**config.mk**
```make
export PLATFORM = sky130hd
export DESIGN_NAME = cmm_core_map
export DESIGN_NICKNAME = d
export VERILOG_FILES = /design/src/design/cmm_pkg.sv /design/src/design/cmm_alu.sv /design/src/design/cmm_core_map.sv
export SDC_FILE = /design/constraint.sdc
export NUM_CORES = 2
export LEC_CHECK = 0
export ABC_AREA = 1
export BUFFER_PORTS_ARGS = -buffer_cell sky130_fd_sc_hd__buf_2
export CAP_MARGIN = 10
export CORE_MARGIN = 8
export CORE_UTILIZATION = 35
export CTS_BUF_LIST = sky130_fd_sc_hd__clkbuf_8
export DETAILED_ROUTE_END_ITERATION = 10
export GPL_ROUTABILITY_DRIVEN = 0
export PLACE_DENSITY = 0.5
export SYNTH_ARGS = -nofsm -noshare
export SYNTH_HDL_FRONTEND = slang
export SYNTH_SLANG_ARGS = --single-unit
```
**constraint.sdc**
```tcl
create_clock -name clk -period 5.3 [get_ports clk]
set_input_delay 0.265 -clock clk [delete_from_list [all_inputs] [get_ports clk]]
set_output_delay 0.265 -clock clk [all_outputs]
set_load 0.02 [all_outputs]
```
**src/design/cmm_pkg.sv**
```systemverilog
package cmm_pkg;

  // ----------------------------------------------------------------------------
  // Program space
  // ----------------------------------------------------------------------------
  localparam int PC_W = 13;
  localparam int FETCH_W = 9;
  localparam int WORD_W = 14;
  localparam logic [12:0] PC_RESET_VEC = 13'h0000;
  localparam logic [12:0] PC_INT_VEC = 13'h0004;
  localparam logic [8:0] HEF_LO = 9'h180;
  localparam logic [8:0] HEF_HI = 9'h1ff;

  // ----------------------------------------------------------------------------
  // Data memory map, single bank
  // ----------------------------------------------------------------------------
  localparam int DM_AW = 7;
  localparam int RAM_DEPTH = 64;
  localparam logic [6:0] DM_INDIRECT = 7'h00;
  localparam logic [6:0] DM_PC_LOW = 7'h02;
  localparam logic [6:0] DM_STATUS = 7'h03;
  localparam logic [6:0] DM_POINTER = 7'h04;
  localparam logic [6:0] DM_PC_LATCH_HIGH = 7'h0a;
  localparam logic [6:0] DM_RAM_BASE = 7'h40;
  localparam int LATCH_W = 5;

  // ----------------------------------------------------------------------------
  // Status word layout and value after reset
  // ----------------------------------------------------------------------------
  localparam int ST_CARRY = 0;
  localparam int ST_NIBBLE = 1;
  localparam int ST_ZERO = 2;
  localparam int ST_SLEEP = 3;
  localparam int ST_WDT = 4;
  localparam int ST_BANK_LO = 5;
  localparam int ST_BANK_HI = 6;
  localparam int ST_IND_HIGH = 7;
  localparam logic [7:0] STATUS_RESET = 8'h18;

  // ----------------------------------------------------------------------------
  // Software registers on the AXI4-Lite slave
  // ----------------------------------------------------------------------------
  localparam int AXI_AW = 8;
  localparam logic [7:0] AXI_CTRL = 8'h00;
  localparam logic [7:0] AXI_STATUS = 8'h04;
  localparam logic [7:0] AXI_PC = 8'h08;
  localparam logic [7:0] AXI_POINTER = 8'h0c;
  localparam logic [7:0] AXI_PEEK_ADDR = 8'h10;
  localparam logic [7:0] AXI_PEEK_DATA = 8'h14;
  localparam logic [1:0] RESP_OKAY = 2'b00;
  localparam logic [1:0] RESP_SLVERR = 2'b10;

  // ----------------------------------------------------------------------------
  // Types
  // ----------------------------------------------------------------------------
  typedef enum logic [3:0] {
    OP_NONE, OP_READ, OP_MOVE_W, OP_CLEAR, OP_ADD, OP_SUB, OP_AND,
    OP_BIT_CLEAR, OP_BIT_SET, OP_NIBBLE_SWAP
  } cmm_op_t;

  typedef enum logic [2:0] {
    RG_INDIRECT, RG_PC_LOW, RG_STATUS, RG_POINTER, RG_LATCH, RG_RAM, RG_UNIMPL
  } cmm_region_t;

  typedef struct packed {
    logic z;
    logic dc;
    logic c;
  } cmm_flags_t;

  typedef struct packed {
    logic valid;
    cmm_op_t op;
    logic [6:0] addr;
    logic [7:0] w;
    logic [2:0] bit_sel;
  } cmm_core_req_t;

  typedef struct packed {
    logic valid;
    logic [7:0] old_data;
    logic [7:0] result;
  } cmm_core_rsp_t;

  typedef struct packed {
    logic inc;
    logic load;
    logic [12:0] target;
    logic int_accept;
  } cmm_pc_ctl_t;

  typedef struct packed {
    logic wdt_timeout;
    logic wdt_clear;
    logic sleep_exec;
  } cmm_hw_evt_t;

  // Sorts a bank address into the kind of storage behind it.
  function automatic cmm_region_t dm_region(input logic [6:0] a);
    if (a >= DM_RAM_BASE) begin
      return RG_RAM;
    end
    case (a)
      DM_INDIRECT: return RG_INDIRECT;
      DM_PC_LOW: return RG_PC_LOW;
      DM_STATUS: return RG_STATUS;
      DM_POINTER: return RG_POINTER;
      DM_PC_LATCH_HIGH: return RG_LATCH;
      default: return RG_UNIMPL;
    endcase
  endfunction : dm_region

endpackage : cmm_pkg

```
**src/design/cmm_alu.sv**
```systemverilog
`timescale 1ns/1ps
`default_nettype none

module cmm_alu import cmm_pkg::*; (
  input wire cmm_op_t op,
  input wire logic [7:0] f,
  input wire logic [7:0] w,
  input wire logic [2:0] bit_sel,
  output var logic [7:0] result,
  output var logic writes,
  output var cmm_flags_t flags,
  output var cmm_flags_t touch
);

  logic [8:0] sum;
  logic [4:0] nib;
  logic [7:0] bit_mask;

  // ----------------------------------------------------------------------------
  // Result and flag computation
  // ----------------------------------------------------------------------------
  // Subtraction adds the two's complement, so both carries come out as inverted borrows.
  always_comb begin
    bit_mask = 8'h01 << bit_sel;
    sum = 9'h000;
    nib = 5'h00;
    result = f;
    writes = 1'b1;
    touch = '0;
    case (op)
      OP_MOVE_W: result = w;
      OP_CLEAR: begin
        result = 8'h00;
        touch.z = 1'b1;
      end
      OP_ADD: begin
        sum = {1'b0, f} + {1'b0, w};
        nib = {1'b0, f[3:0]} + {1'b0, w[3:0]};
        result = sum[7:0];
        touch = '1;
      end
      OP_SUB: begin
        sum = {1'b0, f} + {1'b0, ~w} + 9'h001;
        nib = {1'b0, f[3:0]} + {1'b0, ~w[3:0]} + 5'h01;
        result = sum[7:0];
        touch = '1;
      end
      OP_AND: begin
        result = f & w;
        touch.z = 1'b1;
      end
      OP_BIT_CLEAR: result = f & ~bit_mask;
      OP_BIT_SET: result = f | bit_mask;
      OP_NIBBLE_SWAP: result = {f[3:0], f[7:4]};
      default: writes = 1'b0;
    endcase
    flags.z = (result == 8'h00);
    flags.dc = nib[4];
    flags.c = sum[8];
  end

endmodule : cmm_alu

`default_nettype wire

```
**src/design/cmm_core_map.sv**
```systemverilog
// What this block does
// - Program counter is 13 bits, addressing 8K words of 14 bits.
// - Only 512 words exist; higher fetch addresses wrap into them.
// - Reset starts at address zero; an accepted interrupt jumps to four.
// - High-endurance range 180h-1FFh covers only each word's low byte.
// - Data memory is one bank, bank bits zero, 128 bytes up to 7Fh.
// - Special registers sit at the bottom, general RAM above them.
// - General RAM is 64 bytes, reached directly or via the pointer.
// - The status word may be the destination of any instruction.
// - Flag-updating instructions discard written zero and carry bits, keep computed ones.
// - Watchdog and sleep flags ignore software writes; hardware alone changes them.
// - Clearing status zeroes top three bits, sets zero, keeps the rest.
// - In subtraction both carry flags act as inverted borrows.
// - Zero flag is set when a result is zero, else cleared.
// - Nibble flag is carry out of bit 3, carry flag out of bit 7.
// - Watchdog flag reads 1 after power-up, clear or sleep; 0 after timeout.
`timescale 1ns/1ps
`default_nettype none

module cmm_core_map import cmm_pkg::*; (
  input wire logic clk,
  input wire logic srst,
  input wire cmm_core_req_t core_req,
  input wire cmm_pc_ctl_t pc_ctl,
  input wire cmm_hw_evt_t hw_evt,
  output var cmm_core_rsp_t core_rsp,
  output var logic [8:0] fetch_addr,
  output var logic hef_low_byte,
  output var logic [7:0] status_word,
  input wire logic [7:0] s_axi_awaddr,
  input wire logic s_axi_awvalid,
  output var logic s_axi_awready,
  input wire logic [31:0] s_axi_wdata,
  input wire logic [3:0] s_axi_wstrb,
  input wire logic s_axi_wvalid,
  output var logic s_axi_wready,
  output var logic [1:0] s_axi_bresp,
  output var logic s_axi_bvalid,
  input wire logic s_axi_bready,
  input wire logic [7:0] s_axi_araddr,
  input wire logic s_axi_arvalid,
  output var logic s_axi_arready,
  output var logic [31:0] s_axi_rdata,
  output var logic [1:0] s_axi_rresp,
  output var logic s_axi_rvalid,
  input wire logic s_axi_rready
);

  // ----------------------------------------------------------------------------
  // State
  // ----------------------------------------------------------------------------
  typedef struct packed {
    logic [12:0] pc;
    logic hef;
    logic [7:0] status;
    logic [7:0] pointer;
    logic [4:0] latch_high;
    // General RAM, 64 bytes.
    logic [63:0][7:0] ram;
    cmm_core_rsp_t rsp;
    logic hold;
    logic [6:0] peek_addr;
    logic aw_got;
    logic [7:0] aw_addr;
    logic w_got;
    logic [31:0] wdata;
    logic [3:0] wstrb;
    logic awready;
    logic wready;
    logic bvalid;
    logic [1:0] bresp;
    logic arready;
    logic rvalid;
    logic [1:0] rresp;
    logic [31:0] rdata;
  } cmm_state_t;

  cmm_state_t s;
  cmm_state_t next_s;

  logic [6:0] eff_addr;
  logic eff_ok;
  logic [7:0] rd_byte;
  logic [7:0] alu_result;
  logic alu_writes;
  cmm_flags_t alu_flags;
  cmm_flags_t alu_touch;
  logic pcl_write;
  logic [7:0] wr_off;
  logic [7:0] rd_off;

  // ----------------------------------------------------------------------------
  // Helpers
  // ----------------------------------------------------------------------------
  // Reads one bank location; the indirect slot itself holds nothing and reads zero.
  function automatic logic [7:0] dm_read(
    input cmm_state_t st,
    input logic [6:0] a
  );
    logic [5:0] idx;
    idx = a[5:0];
    case (dm_region(a))
      RG_PC_LOW: return st.pc[7:0];
      RG_STATUS: return st.status;
      RG_POINTER: return st.pointer;
      RG_LATCH: return {3'b000, st.latch_high};
      RG_RAM: return st.ram[idx];
      default: return 8'h00;
    endcase
  endfunction : dm_read

  // Word offset of an AXI byte address, low two bits ignored.
  function automatic logic [7:0] word_off(input logic [7:0] a);
    return {a[7:2], 2'b00};
  endfunction : word_off

  // ----------------------------------------------------------------------------
  // Flag and result arithmetic
  // ----------------------------------------------------------------------------
  cmm_alu u_alu (
    .op(core_req.valid ? core_req.op : OP_NONE),
    .f(rd_byte),
    .w(core_req.w),
    .bit_sel(core_req.bit_sel),
    .result(alu_result),
    .writes(alu_writes),
    .flags(alu_flags),
    .touch(alu_touch)
  );

  // ----------------------------------------------------------------------------
  // Operand fetch through the direct or indirect path
  // ----------------------------------------------------------------------------
  // The pointer's top bit would leave the single bank, so such accesses act as unimplemented.
  always_comb begin
    eff_addr = core_req.addr;
    eff_ok = 1'b1;
    if (dm_region(core_req.addr) == RG_INDIRECT) begin
      eff_addr = s.pointer[6:0];
      eff_ok = ~s.pointer[7] &&
               (dm_region(s.pointer[6:0]) != RG_INDIRECT);
    end
    rd_byte = eff_ok ? dm_read(s, eff_addr) : 8'h00;
  end

  // ----------------------------------------------------------------------------
  // Next-state logic
  // ----------------------------------------------------------------------------
  always_comb begin
    next_s = s;
    next_s.rsp.valid = 1'b0;
    pcl_write = 1'b0;
    wr_off = word_off(s.aw_addr);
    rd_off = word_off(s_axi_araddr);

    // Core access: read the operand, answer the core, write the result back.
    if (core_req.valid && (core_req.op != OP_NONE)) begin
      next_s.rsp.valid = 1'b1;
      next_s.rsp.old_data = rd_byte;
      next_s.rsp.result = alu_result;
    end
    if (alu_writes && eff_ok) begin
      case (dm_region(eff_addr))
        RG_PC_LOW: pcl_write = 1'b1;
        RG_STATUS: begin
          // Only the bank and indirect-high bits, and the flag bits when no flag is computed, take the written value.
          next_s.status[ST_IND_HIGH:ST_BANK_LO] =
            alu_result[ST_IND_HIGH:ST_BANK_LO];
          if (alu_touch == 3'b000) begin
            next_s.status[ST_ZERO:ST_CARRY] =
              alu_result[ST_ZERO:ST_CARRY];
          end
          // Watchdog and sleep bits are never taken from the written value.
        end
        RG_POINTER: next_s.pointer = alu_result;
        RG_LATCH: next_s.latch_high = alu_result[LATCH_W-1:0];
        RG_RAM: next_s.ram[eff_addr[5:0]] = alu_result;
        default: next_s.pointer = next_s.pointer;
      endcase
    end

    // Computed flags override anything the instruction wrote to the status word.
    if (core_req.valid) begin
      if (alu_touch.z) begin
        next_s.status[ST_ZERO] = alu_flags.z;
      end
      if (alu_touch.dc) begin
        next_s.status[ST_NIBBLE] = alu_flags.dc;
      end
      if (alu_touch.c) begin
        next_s.status[ST_CARRY] = alu_flags.c;
      end
    end

    // Hardware events own the watchdog and sleep flags; a timeout beats a clear.
    if (hw_evt.wdt_clear) begin
      next_s.status[ST_WDT] = 1'b1;
      next_s.status[ST_SLEEP] = 1'b1;
    end
    if (hw_evt.sleep_exec) begin
      next_s.status[ST_WDT] = 1'b1;
      next_s.status[ST_SLEEP] = 1'b0;
    end
    if (hw_evt.wdt_timeout) begin
      next_s.status[ST_WDT] = 1'b0;
    end

    // Program counter: interrupt vector first, then a low-byte write, jump, step.
    // Hold stops only the step; jumps still land.
    if (pc_ctl.int_accept) begin
      next_s.pc = PC_INT_VEC;
    end else if (pcl_write) begin
      next_s.pc = {s.latch_high, alu_result};
    end else if (pc_ctl.load) begin
      next_s.pc = pc_ctl.target;
    end else if (pc_ctl.inc && !s.hold) begin
      next_s.pc = s.pc + 13'h0001;
    end
    // Only the low byte of each word in the top range is high-endurance storage.
    next_s.hef = (next_s.pc[FETCH_W-1:0] >= HEF_LO) &&
                 (next_s.pc[FETCH_W-1:0] <= HEF_HI);

    // AXI write: address and data are taken in either order, then answered together.
    if (s.awready && s_axi_awvalid) begin
      next_s.aw_got = 1'b1;
      next_s.aw_addr = s_axi_awaddr;
    end
    if (s.wready && s_axi_wvalid) begin
      next_s.w_got = 1'b1;
      next_s.wdata = s_axi_wdata;
      next_s.wstrb = s_axi_wstrb;
    end
    if (s.bvalid && s_axi_bready) begin
      next_s.bvalid = 1'b0;
    end
    if (s.aw_got && s.w_got && !s.bvalid) begin
      wr_off = word_off(s.aw_addr);
      next_s.aw_got = 1'b0;
      next_s.w_got = 1'b0;
      next_s.bvalid = 1'b1;
      next_s.bresp = RESP_OKAY;
      case (wr_off)
        AXI_CTRL: begin
          if (s.wstrb[0]) begin
            next_s.hold = s.wdata[0];
          end
        end
        AXI_PEEK_ADDR: begin
          if (s.wstrb[0]) begin
            next_s.peek_addr = s.wdata[DM_AW-1:0];
          end
        end
        // Read-only words drop the write, answering OKAY.
        AXI_STATUS, AXI_PC, AXI_POINTER, AXI_PEEK_DATA: next_s.bresp = RESP_OKAY;
        default: next_s.bresp = RESP_SLVERR;
      endcase
    end
    // Readies stay low until the answer is taken.
    next_s.awready = !next_s.aw_got && !next_s.bvalid;
    next_s.wready = !next_s.w_got && !next_s.bvalid;

    // AXI read: one outstanding read, answered on the cycle after it is taken.
    if (s.rvalid && s_axi_rready) begin
      next_s.rvalid = 1'b0;
      next_s.arready = 1'b1;
    end
    if (s.arready && s_axi_arvalid) begin
      next_s.arready = 1'b0;
      next_s.rvalid = 1'b1;
      next_s.rresp = RESP_OKAY;
      case (rd_off)
        AXI_CTRL: next_s.rdata = {31'h00000000, s.hold};
        AXI_STATUS: next_s.rdata = {24'h000000, s.status};
        AXI_PC: next_s.rdata = {19'h00000, s.pc};
        AXI_POINTER: next_s.rdata = {24'h000000, s.pointer};
        AXI_PEEK_ADDR: next_s.rdata = {25'h0000000, s.peek_addr};
        AXI_PEEK_DATA: next_s.rdata = {24'h000000, dm_read(s, s.peek_addr)};
        default: begin
          next_s.rdata = 32'h00000000;
          next_s.rresp = RESP_SLVERR;
        end
      endcase
    end
  end

  // ----------------------------------------------------------------------------
  // State register
  // ----------------------------------------------------------------------------
  // General RAM keeps its contents over reset; only control state is cleared.
  always_ff @(posedge clk) begin
    if (srst) begin
      // Copying next_s first keeps the RAM over reset.
      s <= next_s;
      s.pc <= PC_RESET_VEC;
      s.hef <= 1'b0;
      s.status <= STATUS_RESET;
      s.pointer <= 8'h00;
      s.latch_high <= 5'h00;
      s.rsp <= '0;
      s.hold <= 1'b0;
      s.peek_addr <= 7'h00;
      s.aw_got <= 1'b0;
      s.aw_addr <= 8'h00;
      s.w_got <= 1'b0;
      s.wdata <= 32'h00000000;
      s.wstrb <= 4'h0;
      s.awready <= 1'b1;
      s.wready <= 1'b1;
      s.bvalid <= 1'b0;
      s.bresp <= RESP_OKAY;
      s.arready <= 1'b1;
      s.rvalid <= 1'b0;
      s.rresp <= RESP_OKAY;
      s.rdata <= 32'h00000000;
    end else begin
      s <= next_s;
    end
  end

  // ----------------------------------------------------------------------------
  // Outputs, all straight from the state register
  // ----------------------------------------------------------------------------
  assign core_rsp = s.rsp;
  assign fetch_addr = s.pc[FETCH_W-1:0];
  assign hef_low_byte = s.hef;
  assign status_word = s.status;
  assign s_axi_awready = s.awready;
  assign s_axi_wready = s.wready;
  assign s_axi_bvalid = s.bvalid;
  assign s_axi_bresp = s.bresp;
  assign s_axi_arready = s.arready;
  assign s_axi_rvalid = s.rvalid;
  assign s_axi_rresp = s.rresp;
  assign s_axi_rdata = s.rdata;

endmodule : cmm_core_map

`default_nettype wire

```
# [Word level (Yosys, flattened, before mapping)]
# Index checks and enable logic that the tools add are counted.
[totals] output_inout_bits=76 word_cells=285 reg_bits=659 n_memories=0 ram_bits=0 inputBits=101 mem_bits_ro=0 latchBits=0
[op_classes] n_eq_ne=49 n_reduce_logical=46 mul=0 n_shift=1 div=0 muxes=75 n_lt_le_gt_ge=9 n_addsub=7 n_bitwise=7
[ops] op="528-bit two-way mux" count=1
[ops] op="512-bit bitwise mux" count=1
[ops] op="512-bit two-way mux" count=1
[ops] op="8-bit binary-select mux with 6-bit select" count=2
[ops] op="8-bit case mux with 5 select lines" count=2
[ops] op="13-bit case mux with 6 select lines" count=1
[ops] op="8-bit case mux with 8 select lines" count=1
[ops] op="3-bit case mux with 5 select lines" count=4
[ops] op="7-bit by 2-bit equality test with 1-bit output (second input constant)" count=8
[ops] op="3-bit two-way mux" count=17
[ops] op="8-bit demux with 6-bit select" count=1
[ops] op="8-bit two-way mux" count=5
[ops] op="13-bit two-way mux" count=3
[ops] op="37-bit two-way mux" count=1
[ops] op="36-bit two-way mux" count=1
[ops] op="7-bit by 3-bit equality test with 1-bit output (second input constant)" count=4
[ops] op="7-bit by 4-bit equality test with 1-bit output (second input constant)" count=4
[ops] op="7-bit greater-or-equal comparator (second input constant)" count=4
[ops] op="7-bit zero test" count=4
[ops] op="6-bit by 2-bit equality test with 1-bit output (second input constant)" count=4
[ops] op="6-bit by 3-bit equality test with 1-bit output (second input constant)" count=4
[ops] op="1-bit two-way mux" count=20
[ops] op="8-bit by 8-bit adder with 9-bit output" count=2
[ops] op="3-bit by 2-bit equality test with 1-bit output (second input constant)" count=6
[ops] op="other kinds (42)" count=93

# [Longest topological paths before layout]
[depth] ltp_word=21 mapped_depth=40 ltp_nobuf=37

# [Modules after synthesis]
# From an unflattened synthesis, not the netlist that was laid out.
[unflattened] hier_cells=4100 hier_area_um2=33256.9
[by_module_without_submodules] mod="cmm_core_map" cells_per_inst=3810 area_per_inst_um2=31834.3 seq_area_each_um2=17296.6 n_inst=1
[by_module_without_submodules] mod="cmm_alu" cells_per_inst=290 area_per_inst_um2=1422.6 seq_area_each_um2=0.0 n_inst=1

# [Least setup slack after synthesis]
# Ideal clock, no wire load.
[synth_timing] path_type="input to register" from="input core_req[12] (netlist bit)" to="register with a tool-made name" arrival_time_ns=4.293 path_buffers=4 required_ns=4.957 path_slack_ns=0.664 path_stages=35 setup_time_ns=0.343 cell_sequence="nor2_1 > nand2_2 > nor2_8 > nand2_4 > nand2_4 > nand2_2 > buf_6 > buf_6 > buf_2 > o2111ai_1 > nand3_1 > nand2_1 > inv_1 > nand3_1 > nand2_1 > nand2_1 > inv_2 > ha_1 > clkbuf_1 > inv_1 > a21oi_1 > o31ai_1 > nand2_1 > inv_1 > o21ai_0 > nand2_1 > nand3_1 > nand2_1 > nand2_1 > nand2_1 > nand2_1 > nand3_1 > nand3_1 > nand2_2 > inv_1"
[synth_lines] item="from (decl)" line="cmm_core_map.sv:23" rtl="input wire cmm_core_req_t core_req,"

==> results.json <==
{
  "timing.critical_path.buf_inv": 9,
  "synth_edf_count": 512,
  "drive_gt1_share_pct": 15.3,
  "rsz0062_at_grt": "no",
  "cpLargestDelayFamily": "simple AND/OR/NAND/NOR gates",
  "finClkSkew_ns": 0.0737,
  "synth-main-ff-cell": "edfxtp_1",
  "wire_per_inst_um": 25.4,
  "critPathSlowestCell": "dfxtp_1",
  "maxCapViolations": 0,
  "drt_wl_total_um": 129000,
  "synth_area_per_cell_um2": 8.88,
  "vias_per_cell": 5.61,
  "yosys.area.top_type": "edfxtp_1",
  "crit_required_ns": 5.86,
  "rows": 110,
  "core_um2": 89600,
  "ant_nets": 0,
  "syn_inst": 3550,
  "cts_tree": "done",
  "clkSinkCount": 608,
  "synth_top_area_share_pct": 48.8,
  "htreeDepth": 3,
  "ir_drop_mv": 0.187,
  "fillers": 8898,
  "grtUsageTotal_pct": 25.0,
  "finalMaxSlewViolations": 0,
  "cts_made_buffers": 108,
  "cp_slowest_stage_delay_ns": 0.42,
  "finalCriticalPeriod_ns": 4.94,
  "path_max_fanout": 28,
  "die_y_um": 316,
  "clk_pin_slew_ns": 0.08,
  "grt-ovfl-total": 0,
  "clk_path_buf_depth": 3,
  "syn2layout_area_growth_pct": 17.3,
  "synthArstFlopShare_pct": 0,
  "antenna_found_initial": 5,
  "synth-seq-cells": 608,
  "critPathCaptureType": "register",
  "p_total_uw": 10700,
  "io_pins": 177,
  "vias": 28500,
  "critPathMostFrequentCell": "nand2_1",
  "leakage_uw": 0.0146,
  "criticalPathCategory": "reg -> reg",
  "tightest_slew_ns": 1.12,
  "hold_viol_final": 0,
  "grt_max_degree": 76,
  "start_kind": "register",
  "grt_pass1_wl_um": 185000,
  "dp_hpwl_um": 85900,
  "chipWidth_um": 316,
  "power_density_nw_per_um2": 290,
  "synth_seq_area_share_pct": 54.8,
  "status": "finished clean",
  "setup_viol": 0,
  "synth_area_leaders": "edfxtp_1 (49%), nand2_1 (11%), dfxtp_1 (6.1%)",
  "portBuffers": 123,
  "slew_headroom_pct": 25.1,
  "clk_latency_ns": 0.78,
  "min_path_type": "in -> reg",
  "post-place-cells": 4836,
  "cts_root_buf": "clkbuf_8",
  "first_pass_iters": 5,
  "drtIter0Drc": 3508,
  "holdWs_ns": 0.0652,
  "fin_cells": 5077,
  "synth.distinct_cells": 55,
  "final_net_count": 3938,
  "drcViolationCount": 0,
  "first_global_vias": 27200,
  "start_util_pct": 35.2,
  "syn_area_um2": 31500,
  "crit_arrival_ns": 5.50,
  "fmax_mhz": 202,
  "synth.most_common_cell": "nand2_1",
  "yosys_warnings": 0,
  "fin_crit_sh_pct": 93.2,
  "synthTopCellsByCount": "nand2_1 (916), edfxtp_1 (512), nand3_1 (372), nor2_1 (261), inv_1 (258)",
  "die_area_um2": 100000
}
## cells in the final DEF, fill, tap and decap left out, types with 21 or more instances in the layout
| cell type | count |
|---|---|
| nand2_1 | 914 |
| edfxtp_1 | 512 |
| nand3_1 | 370 |
| inv_1 | 278 |
| nor2_1 | 258 |
| buf_4 | 198 |
| o21ai_0 | 191 |
| a21oi_1 | 179 |
| buf_2 | 123 |
| clkbuf_8 | 111 |
| o221ai_1 | 93 |
| dfxtp_1 | 93 |
| o22ai_1 | 49 |
| o211ai_1 | 48 |
| dlygate4sd3_1 | 45 |
| or2_2 | 43 |
| buf_12 | 36 |
| clkinv_1 | 33 |
| nor3_1 | 29 |
| nand4_1 | 26 |
| conb_1 | 21 |
## worst reg2reg max path, delay by kind of cell (launching register included)
kind / cells / cell delay (ns)
DFF: 1 / 0.42
buffers and inverters: 9 / 1.38
AOI/OAI and AO/OA: 5 / 0.90
adders and majority gates: 1 / 0.33
and+or+nand+nor: 17 / 1.71
## repair_timing
| action | 4_1_cts | 5_1_grt |
|---|---|---|
| hold buffers | 45 | 0 |
| setup endpoints to repair | 0 | 323 |
| setup buffers | 0 | 3 |
| gates resized for setup | 0 | 12 |
| endpoints found under the hold margin | 36 | 0 |
## final timing paths
check | startpoint | to | slack [ns] | depth (start not counted)
worst max-delay path | s[630]$_SDFFE_PP0P_ | register | 0.36 | 32
worst min-delay path | core_req[10] | status_word[0]$_SDFF_PP0_ | 0.07 | 6
worst max register to register | s[630]$_SDFFE_PP0P_ | register | 0.36 | 32
worst min register to register | s[51]$_SDFFE_PP0P_ | s[93]$_SDFFE_PP0P_ | 0.44 | 2
## kinds of logic after synthesis
group / share of synthesized area, %
simple gates: 22.9
buf+inv: 7.62
xor+xnor: 0.222
fa+ha+maj: 0.722
compound gates: 13.6
other cells: 0.0119
flops: 54.8
## report_power, final
group	switching (uW)	total (uW)	internal, uW
clock	2060	3990	1930
sequential	31.9	5400	5370
combinational	922	1330	410
## stage by stage
step	worst slack (ns)	utilization (%)	setup TNS, ns	cell area (um^2)
after floorplan	0.664	-	0	31600
after CTS	0.154	41.2	0	36900
after global placement	-0.0226	38.6	-0.993	34600
final	0.359	41.3	0	37000
after global routing	0.0262	41.3	0	37000
after detailed placement	-0.0261	38.6	-1.09	34600
## layer usage
| metal | vias up | part of all wire [%] | GRT usage (%) |
|---|---|---|---|
| met1 | 13800 | 42 | 33.2 |
| met2 | 1441 | 45 | 39.5 |
| met3 | 334 | 8.7 | 4.75 |
| li1 | 12900 | - | - |
| met4 | 2 | 4.7 | 11.1 |
| met5 | - | 0.010 | 0 |
## area by class of cell
cell class / count / area, um^2 / area share [%]
Clock buffer: 111 / 1530 / 4.13
Antenna cell: 4 / 10.0 / 0.0271
Multi-Input combinational cell: 2425 / 12000 / 32.4
Timing Repair Buffer: 405 / 3310 / 8.96
Clock inverter: 76 / 344 / 0.930
Tap cell: 1176 / 1470 / 3.98
Inverter: 272 / 1030 / 2.78
Sequential cell: 608 / 17300 / 46.8
(Power assumes the default switching activity.)
